==> config.mk <==
export PLATFORM = sky130hd
export DESIGN_NAME = tx_framing_control
export DESIGN_NICKNAME = d
export VERILOG_FILES = /design/src/hdl/tx_input_sync.v /design/src/hdl/tx_word_fifo.v /design/src/hdl/tx_framing_control.v
export VERILOG_INCLUDE_DIRS = /design/src /design/src/common
export SDC_FILE = /design/constraint.sdc
export NUM_CORES = 1
export LEC_CHECK = 0
export ABC_AREA = 1
export BUFFER_PORTS_ARGS = -buffer_cell sky130_fd_sc_hd__buf_2
export CAP_MARGIN = 20
export CORE_MARGIN = 4
export CORE_UTILIZATION = 61
export CTS_CLUSTER_DIAMETER = 50
export DETAILED_ROUTE_END_ITERATION = 10
export MAX_ROUTING_LAYER = met4
export PLACE_DENSITY = 0.78
export SLEW_MARGIN = 25
export SYNTH_ARGS = -nofsm -noshare
export SYNTH_HDL_FRONTEND = slang
export SYNTH_SLANG_ARGS = --single-unit
==> constraint.sdc <==
create_clock -name clk -period 5.01 [get_ports clk]
set_clock_uncertainty 0.15 [all_clocks]
set_input_delay 0.2505 -clock clk [delete_from_list [all_inputs] [get_ports clk]]
set_output_delay 0.2505 -clock clk [all_outputs]
set_load 0.02 [all_outputs]
==> src/common/tx_framing_defines.vh <==
// Functional notes
// RULE1: link marks first word of each unit
// RULE2: packet modes: space high if selected, above threshold
// RULE3: space low when port full or unselected
// RULE4: level-3 cell mode: space output held low
// RULE5: level-2 packet: drive only while selected, enabled
// RULE6: drive in level-3 modes; tristate level-2 cell
// RULE7: space output high impedance during global reset
// RULE8: last-word marker honoured in packet modes only
// RULE9: link strobes in-band address before data
// RULE10: later transfers go to captured in-band port
// RULE11: strobe valid only with enable high, level-3 packet
// RULE12: modulus 00..11 gives 4..1 valid bytes
// RULE13: modulus read only with last-word marker
// RULE14: 16-bit ignores upper bit; 8-bit, cells ignore both
// RULE15: active-low enable moves one word per edge; outside level-3 packet mode the first enable-low edge of a burst moves none
// RULE16: error with last marker aborts packet, packet modes
// RULE17: in-band address word never enters the fifo
// RULE18: one port per burst; space updated each edge
`ifndef TX_FRAMING_DEFINES_VH
`define TX_FRAMING_DEFINES_VH

// register byte offsets
`define REG_CTRL          4'h0
`define REG_STATUS        4'h4
`define REG_ABORT_COUNT   4'h8
`define REG_DROP_COUNT    4'hc

// control register fields
`define CTRL_MODE_LSB     0
`define CTRL_MODE_MSB     1
`define CTRL_WIDTH_LSB    2
`define CTRL_WIDTH_MSB    3
`define CTRL_DP_RESET_BIT 4
`define CTRL_RESET_MODE   2'h0
`define CTRL_RESET_WIDTH  2'h0

// status register fields
`define STAT_PORT_LSB     0
`define STAT_PORT_MSB     7
`define STAT_SELECTED_BIT 8
`define STAT_IN_PKT_BIT   9
`define STAT_LEVEL_LSB    10

// bus modes
`define MODE_L2_CELL      2'h0
`define MODE_L3_CELL      2'h1
`define MODE_L2_PKT       2'h2
`define MODE_L3_PKT       2'h3

// bus widths
`define WIDTH_8           2'h0
`define WIDTH_16          2'h1
`define WIDTH_32          2'h2

// fifo geometry
`define FIFO_DEPTH        16
`define WORD_BITS         32
`define PORT_BITS         8

`endif

==> src/hdl/tx_input_sync.v <==
`timescale 1ns/1ps
`default_nettype none

// two-stage synchroniser for a group of link pins
module tx_input_sync #(
  parameter WIDTH = 1
) (
  input  wire             clk,
  input  wire             reset,
  input  wire [WIDTH-1:0] async_in,
  output reg  [WIDTH-1:0] sync_out
);

  reg [WIDTH-1:0] stage1; // read only by stage two

  // first stage may go metastable; only sync_out is used downstream
  always @(posedge clk) begin
    if (reset) begin
      stage1   <= {WIDTH{1'b0}};
      sync_out <= {WIDTH{1'b0}};
    end else begin
      stage1   <= async_in;
      sync_out <= stage1;
    end
  end

endmodule

`default_nettype wire

==> src/hdl/tx_word_fifo.v <==
`timescale 1ns/1ps
`default_nettype none

// word fifo with a registered output stage
module tx_word_fifo #(
  parameter WIDTH = 46,
  parameter DEPTH = 16,
  parameter AW    = 4
) (
  input  wire             clk,
  input  wire             reset,
  input  wire             flush,
  input  wire             in_valid,
  output wire             in_ready,
  input  wire [WIDTH-1:0] in_data,
  output reg              out_valid,
  input  wire             out_ready,
  output reg  [WIDTH-1:0] out_data,
  output reg  [AW:0]      level
);

  reg [WIDTH-1:0] mem [0:DEPTH-1]; // storage flops
  reg [AW-1:0]    wr_ptr;          // next slot to fill
  reg [AW-1:0]    rd_ptr;          // next slot to drain
  wire            push;
  wire            pop;

  assign in_ready = (level != DEPTH[AW:0]);
  assign push     = in_valid && in_ready;
  // load the output stage when it is empty or being drained
  assign pop      = (level != {(AW+1){1'b0}}) && (!out_valid || out_ready);

  // storage write
  always @(posedge clk) begin
    if (push) begin
      mem[wr_ptr] <= in_data;
    end
  end

  // pointers, level and output stage
  always @(posedge clk) begin
    if (reset || flush) begin
      wr_ptr    <= {AW{1'b0}};
      rd_ptr    <= {AW{1'b0}};
      level     <= {(AW+1){1'b0}};
      out_valid <= 1'b0;
      out_data  <= {WIDTH{1'b0}};
    end else begin
      if (push) begin
        wr_ptr <= wr_ptr + 1'b1;
      end
      if (pop) begin
        rd_ptr    <= rd_ptr + 1'b1;
        out_data  <= mem[rd_ptr];
        out_valid <= 1'b1;
      end else if (out_ready) begin
        out_valid <= 1'b0;
      end
      if (push && !pop) begin
        level <= level + 1'b1;
      end else if (pop && !push) begin
        level <= level - 1'b1;
      end
    end
  end

endmodule

`default_nettype wire

==> src/hdl/tx_framing_control.v <==
// Our own choices: register access over Avalon-MM and the register addresses.
`timescale 1ns/1ps
`default_nettype none
`include "tx_framing_defines.vh"

// transmit framing and flow control of the system-side link
module tx_framing_control #(
  parameter PORTS = 8
) (
  input  wire                  clk,
  input  wire                  reset,
  // link pins, asynchronous to clk
  input  wire                  tx_system_clock,
  input  wire                  tx_transfer_enable_n,
  input  wire                  tx_first_word_marker,
  input  wire                  tx_last_word_marker,
  input  wire                  tx_inband_addr_strobe,
  input  wire [1:0]            tx_byte_modulus,
  input  wire                  tx_packet_error,
  input  wire [31:0]           tx_data,
  input  wire [7:0]            tx_port_addr,
  output reg                   tx_selected_space_avail_out,
  output reg                   tx_selected_space_avail_oe,
  // per-port fifo state from same-clock logic
  input  wire [PORTS-1:0]      port_above_almost_full,
  input  wire [PORTS-1:0]      port_full,
  // avalon-mm slave
  input  wire [3:0]            avs_address,
  input  wire                  avs_read,
  input  wire                  avs_write,
  input  wire [31:0]           avs_writedata,
  input  wire [3:0]            avs_byteenable,
  output reg  [31:0]           avs_readdata,
  output reg                   avs_waitrequest,
  // accepted words toward the port fifos
  output wire                  word_valid,
  input  wire                  word_ready,
  output wire [31:0]           word_data,
  output wire [7:0]            word_port,
  output wire                  word_first,
  output wire                  word_last,
  output wire                  word_abort,
  output wire [2:0]            word_bytes
);

  localparam SYNC_W = 48;          // clock + controls + data + address
  localparam FW     = 46;          // fifo entry width
  localparam AW     = 4;           // fifo address width

  // pin synchronisation
  // all pins share one two-flop path, so a word and its clock edge
  // reach the logic in the same cycle
  wire [SYNC_W-1:0] pins_async;    // raw pin group
  wire [SYNC_W-1:0] pins_sync;     // after two flops
  reg               link_clk_prev; // previous synced link clock

  assign pins_async = {tx_system_clock, tx_transfer_enable_n, tx_first_word_marker,
                       tx_last_word_marker, tx_inband_addr_strobe, tx_byte_modulus,
                       tx_packet_error, tx_data, tx_port_addr};

  tx_input_sync #(
    .WIDTH    (SYNC_W)
  ) u_sync (
    .clk      (clk),
    .reset    (reset),
    .async_in (pins_async),
    .sync_out (pins_sync)
  );

  // data and clock share the same delay, so data are stable at the edge
  wire       s_clk   = pins_sync[47];
  wire       s_ten_n = pins_sync[46];
  wire       s_sox   = pins_sync[45];
  wire       s_eop   = pins_sync[44];
  wire       s_tsx   = pins_sync[43];
  wire [1:0] s_mod   = pins_sync[42:41];
  wire       s_err   = pins_sync[40];
  wire [31:0] s_data = pins_sync[39:8];
  wire [7:0] s_addr  = pins_sync[7:0];
  wire       link_edge;            // one cycle per rising link clock

  // edge finder on the synced link clock
  // prev resets low, the idle link clock level, so reset makes no edge
  always @(posedge clk) begin
    if (reset) begin
      link_clk_prev <= 1'b0;
    end else begin
      link_clk_prev <= s_clk;
    end
  end
  assign link_edge = s_clk && !link_clk_prev;

  // control registers
  reg [1:0]  bus_mode;             // cell/packet, level 2/3
  reg [1:0]  bus_width;            // 8, 16 or 32 bits
  reg        dp_reset;             // data path reset
  reg [15:0] abort_count;          // aborted packets
  reg [15:0] drop_count;           // words refused by a full fifo
  wire [AW:0] fifo_level;
  reg [7:0]  sel_port;             // port owning the current burst
  reg        port_selected;        // sel_port is a valid port
  reg        in_packet;            // between first and last word
  wire       req;
  wire       take;
  reg [31:0] read_mux;

  wire pkt_mode = (bus_mode == `MODE_L2_PKT) || (bus_mode == `MODE_L3_PKT);

  assign req  = avs_read || avs_write;
  // the request completes at the edge where waitrequest is low
  assign take = req && !avs_waitrequest;

  // read decode; unmapped offsets read zero
  // counters and status are read-only; writes to them are dropped
  always @* begin
    read_mux = 32'h0000_0000;
    case (avs_address)
      `REG_CTRL: begin
        read_mux[`CTRL_MODE_MSB:`CTRL_MODE_LSB]   = bus_mode;
        read_mux[`CTRL_WIDTH_MSB:`CTRL_WIDTH_LSB] = bus_width;
        read_mux[`CTRL_DP_RESET_BIT]              = dp_reset;
      end
      `REG_STATUS: begin
        read_mux[`STAT_PORT_MSB:`STAT_PORT_LSB]     = sel_port;
        read_mux[`STAT_SELECTED_BIT]                = port_selected;
        read_mux[`STAT_IN_PKT_BIT]                  = in_packet;
        read_mux[`STAT_LEVEL_LSB+AW:`STAT_LEVEL_LSB] = fifo_level;
      end
      `REG_ABORT_COUNT: begin
        read_mux[15:0] = abort_count;
      end
      `REG_DROP_COUNT: begin
        read_mux[15:0] = drop_count;
      end
      default: begin
        read_mux = 32'h0000_0000;
      end
    endcase
  end

  // bus slave: one wait cycle, then the answer for exactly one cycle
  // read data are captured in the wait cycle and held until the next read
  always @(posedge clk) begin
    if (reset) begin
      avs_waitrequest <= 1'b1;
      avs_readdata    <= 32'h0000_0000;
      bus_mode        <= `CTRL_RESET_MODE;
      bus_width       <= `CTRL_RESET_WIDTH;
      dp_reset        <= 1'b0;
    end else begin
      avs_waitrequest <= !(req && avs_waitrequest);
      if (avs_read && avs_waitrequest) begin
        avs_readdata <= read_mux;
      end
      // only the control register is writable; low byte carries it
      if (take && avs_write && (avs_address == `REG_CTRL) && avs_byteenable[0]) begin
        bus_mode  <= avs_writedata[`CTRL_MODE_MSB:`CTRL_MODE_LSB];
        bus_width <= avs_writedata[`CTRL_WIDTH_MSB:`CTRL_WIDTH_LSB];
        dp_reset  <= avs_writedata[`CTRL_DP_RESET_BIT];
      end
    end
  end

  // transfer path
  // the link cannot be stalled inside a word, so a full fifo
  // costs the word and bumps the drop counter
  reg  [7:0] cand_port;            // address seen while enable is high
  wire       fifo_in_ready;
  wire       xfer;
  wire       strobe_ok;
  wire       is_last;
  wire       is_abort;
  reg  [2:0] bytes;
  wire [FW-1:0] fifo_in;
  wire [FW-1:0] fifo_out;

  // strobe counts only in level-3 packet mode with enable high
  assign strobe_ok = link_edge && s_tsx && s_ten_n && (bus_mode == `MODE_L3_PKT); // RULE11
  // a low enable moves one word on the sampled edge
  assign xfer      = link_edge && !s_ten_n && port_selected && !dp_reset; // RULE15 RULE1
  // the marker only matters in packet modes
  assign is_last   = pkt_mode && s_eop;                 // RULE8
  assign is_abort  = is_last && s_err;                  // RULE16

  // valid byte count of the word
  // cell modes never mark a last word, so their modulus is ignored
  always @* begin
    bytes = 3'h4;
    if (bus_width == `WIDTH_8) begin
      bytes = 3'h1;                                     // RULE14
    end else if (bus_width == `WIDTH_16) begin
      bytes = 3'h2;
      if (is_last && s_mod[0]) begin                    // RULE13 RULE14
        bytes = 3'h1;
      end
    end else if (is_last) begin
      case (s_mod)                                      // RULE12 RULE13
        2'h0: bytes = 3'h4;
        2'h1: bytes = 3'h3;
        2'h2: bytes = 3'h2;
        2'h3: bytes = 3'h1;
        default: bytes = 3'h4;
      endcase
    end
  end

  // entry layout: port, first, last, abort, bytes, data
  assign fifo_in = {sel_port, s_sox, is_last, is_abort, bytes, s_data};

  // port selection and packet tracking, one port per burst
  always @(posedge clk) begin
    if (reset) begin
      cand_port     <= 8'h00;
      sel_port      <= 8'h00;
      port_selected <= 1'b0;
      in_packet     <= 1'b0;
      abort_count   <= 16'h0000;
      drop_count    <= 16'h0000;
    end else if (dp_reset) begin
      // counters survive a data-path reset; only framing state drops
      port_selected <= 1'b0;
      in_packet     <= 1'b0;
    end else if (link_edge) begin
      if (bus_mode == `MODE_L3_PKT) begin
        if (strobe_ok) begin
          // address word only steers selection, never stored
          sel_port      <= s_data[7:0];           // RULE9 RULE10 RULE17
          port_selected <= (s_data[7:0] < PORTS);
        end
      end else if (s_ten_n) begin
        // address bus picks the port for the next burst
        cand_port     <= s_addr;                  // RULE18
        port_selected <= 1'b0;
      end else begin
        sel_port      <= cand_port;
        port_selected <= (cand_port < PORTS);
      end
      if (xfer) begin
        if (pkt_mode) begin
          if (s_sox) begin
            in_packet <= 1'b1;
          end
          if (is_last) begin
            in_packet <= 1'b0;
          end
        end
        if (is_abort) begin
          abort_count <= abort_count + 16'h0001;  // RULE16
        end
        // link cannot be stalled mid-word; a full fifo loses it
        if (!fifo_in_ready) begin
          drop_count <= drop_count + 16'h0001;
        end
      end
    end
  end

  // level-2 selection only takes effect on the first enable-low edge, so
  // the first level-2 word of each burst finds no port selected and is not taken
  tx_word_fifo #(
    .WIDTH     (FW),
    .DEPTH     (`FIFO_DEPTH),
    .AW        (AW)
  ) u_fifo (
    .clk       (clk),
    .reset     (reset),
    .flush     (dp_reset),
    .in_valid  (xfer && !strobe_ok),               // RULE17
    .in_ready  (fifo_in_ready),
    .in_data   (fifo_in),
    .out_valid (word_valid),
    .out_ready (word_ready),
    .out_data  (fifo_out),
    .level     (fifo_level)
  );

  // unpack the fifo head in the same layout
  assign word_port  = fifo_out[45:38];
  assign word_first = fifo_out[37];
  assign word_last  = fifo_out[36];
  assign word_abort = fifo_out[35];
  assign word_bytes = fifo_out[34:32];
  assign word_data  = fifo_out[31:0];

  // selected space available
  // space drops two words short of full to cover the pin lag
  wire port_room;                  // selected port above its threshold
  reg  next_space;
  reg  next_space_oe;

  // a full local fifo also counts as no room, so back-pressure reaches the link
  assign port_room = port_selected && (sel_port < PORTS) &&
                     port_above_almost_full[sel_port[AW-1:0] % PORTS] &&
                     !port_full[sel_port[AW-1:0] % PORTS] &&
                     (fifo_level < (`FIFO_DEPTH - 2));          // RULE2 RULE3

  // pin level and enable per mode
  // level-2 packet enable lags selection by one link edge
  always @* begin
    next_space    = 1'b0;
    next_space_oe = 1'b0;
    case (bus_mode)
      `MODE_L2_CELL: begin
        next_space_oe = 1'b0;                                   // RULE6
      end
      `MODE_L3_CELL: begin
        next_space_oe = 1'b1;                                   // RULE4 RULE6
        next_space    = 1'b0;
      end
      `MODE_L2_PKT: begin
        next_space_oe = port_selected && !s_ten_n && !dp_reset; // RULE5
        next_space    = port_room;
      end
      `MODE_L3_PKT: begin
        next_space_oe = 1'b1;                                   // RULE6
        next_space    = port_room && !dp_reset;
      end
      default: begin
        next_space_oe = 1'b0;
      end
    endcase
  end

  // pin updated on each link edge; global reset floats it
  // a register here keeps the pin free of glitches between edges
  always @(posedge clk) begin
    if (reset) begin
      tx_selected_space_avail_out <= 1'b0;                      // RULE7
      tx_selected_space_avail_oe  <= 1'b0;                      // RULE7
    end else if (link_edge) begin
      tx_selected_space_avail_out <= next_space;                // RULE18
      tx_selected_space_avail_oe  <= next_space_oe;
    end
  end

endmodule

`default_nettype wire

After elaboration in Yosys (flattened, before gate mapping)
Memory sizes are Yosys's and may differ from the RTL's. A register that Yosys moved wholly into a read port is not among the register bits. Index checks and enable logic that the tools add are counted.

Eq/ne operators: 13. Reduce and logical (&&, ||, !) cells: 58. Multiplexer cells: 28. $add $sub $neg: 6. Bitwise gates (word level): 3. Magnitude comparators: 5.

Operators with widths (number): $add 16x1->16 const B (2); $pmux 10 s3 (1); $logic_and 1x1->1 (28); $lt 8x4->1 const B (3); $mux 8 (3); $pmux 5 s4 (1); $reduce_and 4->1 (5); $pmux 3 s4 (1); $mux 1 (11); $logic_not 1->1 (10); $mux 5 (2); $mux 3 (3); $add 4x1->4 const B (2); $eq 2x2->1 const B (4); $eq 4x4->1 const B (2); $bmux 1 s3 (2); $eq 2x1->1 const B (3); $logic_not 2->1 (3); $reduce_bool 2->1 (3); $add 5x1->5 const B (1); $lt 5x4->1 const B (1); $ne 5x5->1 const B (1); $reduce_bool 5->1 (1); $sub 5x1->5 const B (1); other kinds (11) (19).

Word-level logic and storage cells: 134. RAM bits: 736. Input port bits: 109. Output and inout bits: 82. Memories: 1. Bits in registers: 185.

Memories: u_fifo.mem (depth 16, width 46, rd ports 1, clocked after memory_dff 1, wr ports 1, line tx_word_fifo.v:22) `reg [WIDTH-1:0] mem [0:DEPTH-1];`.

Depth between registers and ports, before layout
Gate-level depths: netlist of run 1.

Word-level depth: 12. Mapped depth: 17. Depth with buffers taken out: 17.

Modules after synthesis
From an unflattened synthesis of run 1, not the netlist that was laid out.

Cells, all modules: 4171. Area total of the unflattened synthesis: 40717.8 um^2.

Modules (own cells, without submodules): tx_word_fifo (cells an instance 3239, area each 33707.3 um^2, sequential area each 23302.3 um^2, instances 1); tx_framing_control (cells an instance 633, area each 4196.5 um^2, sequential area each 1501.4 um^2, instances 1); tx_input_sync (cells an instance 299, area each 2813.9 um^2, sequential area each 1921.8 um^2, instances 1).

Least setup slack after synthesis of run 1
No wires, ideal clock.

Path type: register -> register. From: reg u_sync.sync_out[47]. To: mem u_fifo.mem[15][0], enable pin. Library setup time: 0.450 ns. Path slack: 1.406 ns. Clock period less this slack: 3.604 ns. Path buffers: 0. Cell stages (with the launch flop): 9. Arrival: 3.004 ns. Cell sequence: dfxtp_1 nand2_1 nor2_2 nand2_1 inv_1 nand2_1 inv_2 nand2_1 nor2_1.

Word-level cells in the longest chain between the ends: 9. Elaborated cells between the ends (all ways): 12. Classes of those cells: 2 x mux; 10 x reduce/logical.

Ends and longest elaborated chain: from (decl) (line tx_input_sync.v:11) `output reg [WIDTH-1:0] sync_out`; from (signal assigned) (line tx_input_sync.v:20) `sync_out <= {WIDTH{1'b0}};`; from (signal assigned) (line tx_input_sync.v:23) `sync_out <= stage1;`; $logic_and 1x1->1 * (line tx_framing_control.v:91) `assign link_edge = s_clk && !link_clk_prev;`; $logic_and 1x1->1 (3 in a row) (line tx_framing_control.v:178) `` assign strobe_ok = link_edge && s_tsx && s_ten_n && (bus_mode == `MODE_L3_PKT); ``; $logic_not 1->1 (line tx_framing_control.v:268) `.in_valid (xfer && !strobe_ok),`; $logic_and 1x1->1 * (line tx_framing_control.v:268); $logic_and 1x1->1 * (line tx_word_fifo.v:29) `assign push = in_valid && in_ready;`; named net u_fifo.push (line tx_word_fifo.v:25) `wire push;`; $mux 1 * (line tx_word_fifo.v:35) `if (push) begin`; $mux 1 (implied by the code) * (line tx_word_fifo.v:36) `mem[wr_ptr] <= in_data;`; to (decl) (line tx_word_fifo.v:22).

Mark *: on every way through the listed nets, which the timed path passes. The rest lies on a longest branch.

Worst setup path in the final report of run 1
From: reg sel_port[1]. To: reg tx_selected_space_avail_out.

Word-level cells in the longest chain between the ends: 7. Elaborated cells between the ends (all ways): 12. Classes of those cells: 1 x order compare; 5 x mux; 6 x reduce/logical.

Ends and longest elaborated chain: from (decl) (line tx_framing_control.v:100) `reg [7:0] sel_port;`; from (signal assigned) (line tx_framing_control.v:227) `sel_port <= s_data[7:0];`; from (signal assigned) (line tx_framing_control.v:235) `sel_port <= cand_port;`; $lt 8x4->1, or another cell as far along (line tx_framing_control.v:292) `assign port_room = port_selected && (sel_port < PORTS) &&`; $logic_and 1x1->1, or another cell as far along (line tx_framing_control.v:292); $logic_and 1x1->1 or $logic_not 1->1 (tied branches) (line tx_framing_control.v:292, tx_framing_control.v:294); $logic_and 1x1->1 * (line tx_framing_control.v:293) `port_above_almost_full[sel_port[AW-1:0] % PORTS] &&`; $logic_and 1x1->1 * (line tx_framing_control.v:292); $logic_and 1x1->1 (line tx_framing_control.v:316) `next_space = port_room && !dp_reset;`; $pmux 1 s2 * (line tx_framing_control.v:302) `case (bus_mode)`; to (signal assigned) (line tx_framing_control.v:331) `tx_selected_space_avail_out <= next_space;`; to (decl) (line tx_framing_control.v:22) `output reg tx_selected_space_avail_out,`.

Mark *: on every way between the ends. The rest lies on a longest branch, timed or not. The select of a mux whose other input is x is not followed. A chain may end at the register's enable or synchronous reset.

==> results of run 1 <==
## logic make-up after synthesis
kind of cell,share of synthesized area (%)
compound gates,1.90
xor+xnor,0.196
fa+ha+maj,0.484
buf+inv,8.36
flops,66.3
other cells,0.00931
simple gates,22.7
## worst paths after layout
path | endpoint | slack (ns) | cells after the start
min | tx_selected_space_avail_out | 0.03 | 7
max | tx_selected_space_avail_out | 1.24 | 10
max reg2reg | tx_selected_space_avail_out | 1.24 | 10
min reg2reg | u_sync.sync_out[14] | 0.24 | 2
## worst max-delay path: stages, from the launching register on
cell           delay [ns]
dfxtp_1              0.98
inv_1                0.32
nand3b_1             0.17
dlygate4sd3_1        0.56
nand3_1              0.06
dlygate4sd3_1        0.59
nand2_1              0.08
dlygate4sd3_1        0.57
nand2_1              0.06
nand3_1              0.06
a21oi_1              0.06
## metrics by stage
stage	area (sq um)	setup slack, ns
after floorplan	40300	1.41
after CTS	45700	1.34
after global placement	41600	1.83
after detailed placement	41600	1.76
after global routing	45800	1.16
final	45800	1.24
## synth_stat cells (3+ instances only)
master | number | area, sq um
buf_4 | 38 | 285
ha_1 | 14 | 175
nor2_1 | 282 | 1060
o21bai_1 | 3 | 22.5
nand3_1 | 554 | 2770
nand3b_1 | 7 | 52.6
clkbuf_1 | 67 | 251
a31oi_1 | 3 | 18.8
a21oi_1 | 69 | 345
buf_2 | 87 | 435
nor3_1 | 10 | 50.1
nand4_1 | 12 | 75.1
nand2_1 | 1354 | 5080
buf_6 | 4 | 45.0
inv_1 | 603 | 2260
xor2_1 | 7 | 61.3
buf_1 | 18 | 67.6
dfxtp_1 | 231 | 4620
o21ai_0 | 65 | 325
edfxtp_1 | 736 | 22100
inv_2 | 4 | 15.0
## final cells by class
cell class / count / area, sq um / share of cell area [%]
Clock buffer: 138 / 2920 / 6.38
Clock inverter: 52 / 423 / 0.924
Inverter: 608 / 2300 / 5.04
Timing Repair Buffer: 265 / 1920 / 4.19
Sequential cell: 967 / 26700 / 58.4
Multi-Input combinational cell: 2415 / 10400 / 22.7
Antenna cell: 1 / 2.50 / 0.00547
Tap cell: 855 / 1070 / 2.34
## power breakdown
group / total (mW) / switching, mW / internal, mW
Combinational: 4.87 / 3.41 / 1.46
Clock: 7.39 / 3.08 / 4.31
Sequential: 9.13 / 0.318 / 8.82
Total: 21.4 / 6.81 / 14.6
## registers in the layout, summed over array words and instances, names as in the netlist, 2 cells and up
signal           cells
abort_count         16
avs_readdata        16
bus_mode             2
bus_width            2
cand_port            8
drop_count          16
sel_port             8
u_fifo.level         5
u_fifo.mem         736
u_fifo.out_data     46
u_fifo.rd_ptr        4
u_fifo.wr_ptr        4
u_sync.stage1       48
u_sync.sync_out     48
## per-layer routing
metal	share of wire [%]	global-route usage, %	vias up
met2	49	44.6	1419
met5	0	-	-
met4	3.6	10.7	0
met3	8.7	4.07	270
li1	-	-	13700
met1	39	35.3	13400
## cell usage in the layout, fill, tap and decap left out, drive strengths merged
cell type and n:
nand2 1356, edfxtp 736, inv 616, nand3 555
nor2 285, dfxtp 231, buf 191, clkbuf 138
dlygate4sd3 74, a21oi 69, o21ai 67, clkinv 36
conb 16, ha 14, nand4 12, nor3 11
xor2 7, nand3b 7, bufinv 4, clkinvlp 4
o21bai 3, a31oi 3, o31ai 2, xnor2 2
diode 1, o21a 1, nor3b 1, o211ai 1
o22ai 1, a21o 1, fa 1
==> metrics.cfg, run 1 <==
[setup_path]
crit_start=sel_port[1]
start_kind=flop
worstSetupPathType=flop to flop
required_ns=5.39
cp-end-kind=flop
arrival_ns=4.16
timing.rr.start=sel_port[1]
worst-path-max-fanout=22

[cts]
clock_latency_ns=0.66
htree_levels=3
cts_buffer_depth=3
cts_root_buf=clkbuf_16
post_cts_buffers=0
cts_buffers=100
cts_resized=0
clk_pin_slew_ns=0.06
clock-sinks=967
holdBufCountCts=74
tritoncts=yes

[global_routing]
antenna_found_initial=0
grt_use_total_pct=27.5
grt_pass1_wl_microns=147000
gr-total-overflow=0
grt_pass1_vias=27600
grt_max_degree=193

[drt]
antenna_left=0
drt_iter0_markers=3382
wl_per_cell_microns=18.0
first_pass_iters=6
drcViolationCount=0
routed_wl_microns=95500
viasPerCell=5.44
vias=28800

[timing]
fin_crit_sh_pct=75.3
hold_viol=0
setup_tns_ns=0
holdWs_ns=0.0294
tightest_slew_ns=1.06
final_max_slew_viol_count=0
rsz0062_at_grt=false
relSlewSlack_pct=29.1
period_needed_ns=3.77
clock.fmax_mhz=265
setup_viol=0

[worst_hold_path]
min-delay-start=port_full[4]
hp-class=input pin to flop

[yosys]
avgSynthCellArea_sq_um=9.62
async_flop_share_pct=0
ys_ff_latch=967
synth_cells=4189
ys_warn_count=0
yosysUniqueCellTypes=37
yosysSeqAreaShare_pct=66.3
syn_area_sq_um=40300
synth-main-ff-cell=edfxtp_1
synth_edf_count=736

[power]
ir_worst_vdd_v=0.000430
power.density_nw_per_um2=468
total_power_mw=21.4
leakagePower_nw=19.7

[place]
dp_cells=5034
place_hpwl_microns=49800
routabilityCongestion=0.901
port_buffers=144

[finish]
syn2layout_area_growth_pct=13.6
nets=4481
drive_gt1_share_pct=8.59
fillers=4437
stdcell_count=5301
final_util_pct=70.5

[die]
placementRows=93
ios=191
dieHeight_microns=265
dieWidth_microns=265
design.die.area_sq_um=70200
initial_core_util_pct=62.1
core_sq_um=64900

[flow_run]
drv_cap=0

[status]
status=finished clean

(Power assumes the default switching activity.)
==> run 2: changes to the inputs <==
CORE_UTILIZATION = 55   (was 61)
PLACE_DENSITY = 0.74   (was 0.78)
clock period = 3.05 ns   (was 5.01 ns; I/O delays follow)
==> run 2 against run 1 <==
- first-iteration DRC count shrank 21%
- flip-flop and latch count is the same
- cell count up 2.3%
- combinational power is 75% higher
- clock-buffer cell count did not move
- clock power is 64% higher
- power increased by 65%
- critical path type unchanged
- sequential power grew 62%
- wire length fell by 0.40%
- largest cell class unchanged
- worst setup slack got worse by 1.0 ns
- critical path depth is the same
==> metrics.cfg, run 2 (same netlist as run 1, synthesis figures left out) <==
[status]
status=finished clean

[setup_path]
timing.rr.end=tx_selected_space_avail_out
cp-end-kind=flop
timing.rr.start=sel_port[1]
worst-path-max-fanout=5
start_kind=flop
rrSetupSlack_ns=0.20
crit_start=sel_port[1]
endpoint=tx_selected_space_avail_out
arrival_ns=3.29
worstSetupPathType=flop to flop
rr_worst_depth=10
required_ns=3.49

[finish]
multi_input_area_sq_um=10400
largest_reg_flops=736
syn2layout_area_growth_pct=15.2
largest-register=u_fifo.mem
final_common_cell=nand2_1
final_cell_mix=nand2_1 (1354), edfxtp_1 (736), inv_1 (601)
finalInstanceArea_sq_um=46400
n_antenna_cell=0
drive_gt1_share_pct=8.96
reg_top3=u_fifo.mem x736, u_sync.stage1 x48, u_sync.sync_out x48
nets=4512
fillers=5484
regArea_sq_um=26700

[power]
power.density_nw_per_um2=763
ir_worst_vdd_v=0.000747
total_power_mw=35.4
leakagePower_nw=20.0

[timing]
setup_viol=0
tightest_slew_ns=1.15
relSlewSlack_pct=23.5
rsz0062_at_grt=false
period_needed_ns=2.85
final_max_slew_viol_count=0
holdWs_ns=0.0407
clock.fmax_mhz=351
fin_crit_sh_pct=93.5
hold_viol=0

[drt]
dr_wl_met2_microns=47000
antenna_left=0
vias=28400
wl_met3_microns=7060
wl_per_cell_microns=17.5
viasPerCell=5.23
top_layer=met4
drt_iter0_markers=2655
drcViolationCount=0
routed_wl_microns=95200
drt-met1-wl_microns=38700
first_pass_iters=8

[place]
routabilityCongestion=0.848
port_buffers=144
place_hpwl_microns=52000
placed_area_sq_um=42300

[global_routing]
gr-total-overflow=0
antenna_found_initial=0
grt_max_degree=186
grt_pass1_vias=27600
grt_use_total_pct=25.0
grt_pass1_wl_microns=149000

[cts]
htree_levels=3
clock-sinks=967
clk_pin_slew_ns=0.06
cts_buffer_depth=3
clock_latency_ns=0.66
post_cts_buffers=0
cts_root_buf=clkbuf_16
cts_buffers=102
holdBufCountCts=82
tritoncts=yes
cts_resized=0

[die]
initial_core_util_pct=55.9
placementRows=98
ios=191
dieWidth_microns=279
design.die.area_sq_um=77700
dieHeight_microns=279
core_sq_um=72100

[flow_run]
drv_cap=0

[worst_hold_path]
hp-class=input pin to flop

-- run 2: cell count changes in the layout (fill, tap and decap cells not counted), moves of 3 or more --
cell,delta
dlygate4sd3_1,+8
buf_4,-8
clkbuf_2,+3
clkbuf_16,-4
buf_12,+30
-- run 2: where the power goes --
part           switching [mW]  internal (mW)  leakage (nW)
Sequential              0.341           14.5          8.66
Combinational            5.91           2.60          9.65
Clock                    5.05           7.03          1.64
Total                    11.3           24.1          20.0
-- run 2: stage by stage --
step	cells	setup WS, ns	utilization, %	setup TNS [ns]
global route	5425	0.0605	64.4	0
global placement	5152	0.330	58.6	0
CTS	5425	0.216	64.4	0
detailed placement	5152	0.314	58.6	0
floorplan	4204	-0.554	-	-407.17
finish	5425	0.198	64.4	0
-- run 2: worst max-delay path: stages, from the launching register on --
cell           delay, ns
dfxtp_1             0.31
inv_1               0.16
nand3b_1            0.09
dlygate4sd3_1       0.56
nand3_1             0.06
dlygate4sd3_1       0.54
nand2_1             0.06
dlygate4sd3_1       0.57
nand2_1             0.06
nand3_1             0.09
a21oi_1             0.13
-- run 2: how the worst min path moves through the flow --
stage / start / cells after the start / endpoint
floorplan: tx_port_addr[0] / 2 / u_sync.stage1[0]
global placement: tx_data[17] / 3 / u_sync.stage1[25]
detailed placement: tx_data[7] / 3 / u_sync.stage1[15]
CTS: avs_address[1] / 8 / avs_readdata[5]
global route: tx_data[7] / 4 / u_sync.stage1[15]
finish: avs_address[1] / 8 / avs_readdata[5]
-- run 2: cell type report --
type | count | area share [%]
Tap cell | 950 | 2.56
Inverter | 608 | 4.95
Clock inverter | 53 | 0.981
Clock buffer | 138 | 6.15
Timing Repair Buffer | 294 | 5.38
Multi-Input combinational cell | 2415 | 22.4
Sequential cell | 967 | 57.6
-- run 2: metal layers --
layer	GRT usage (%)	vias up
met5	-	-
met4	8.14	0
met3	3.44	195
met2	41.9	1083
met1	31.8	13300
li1	-	13800
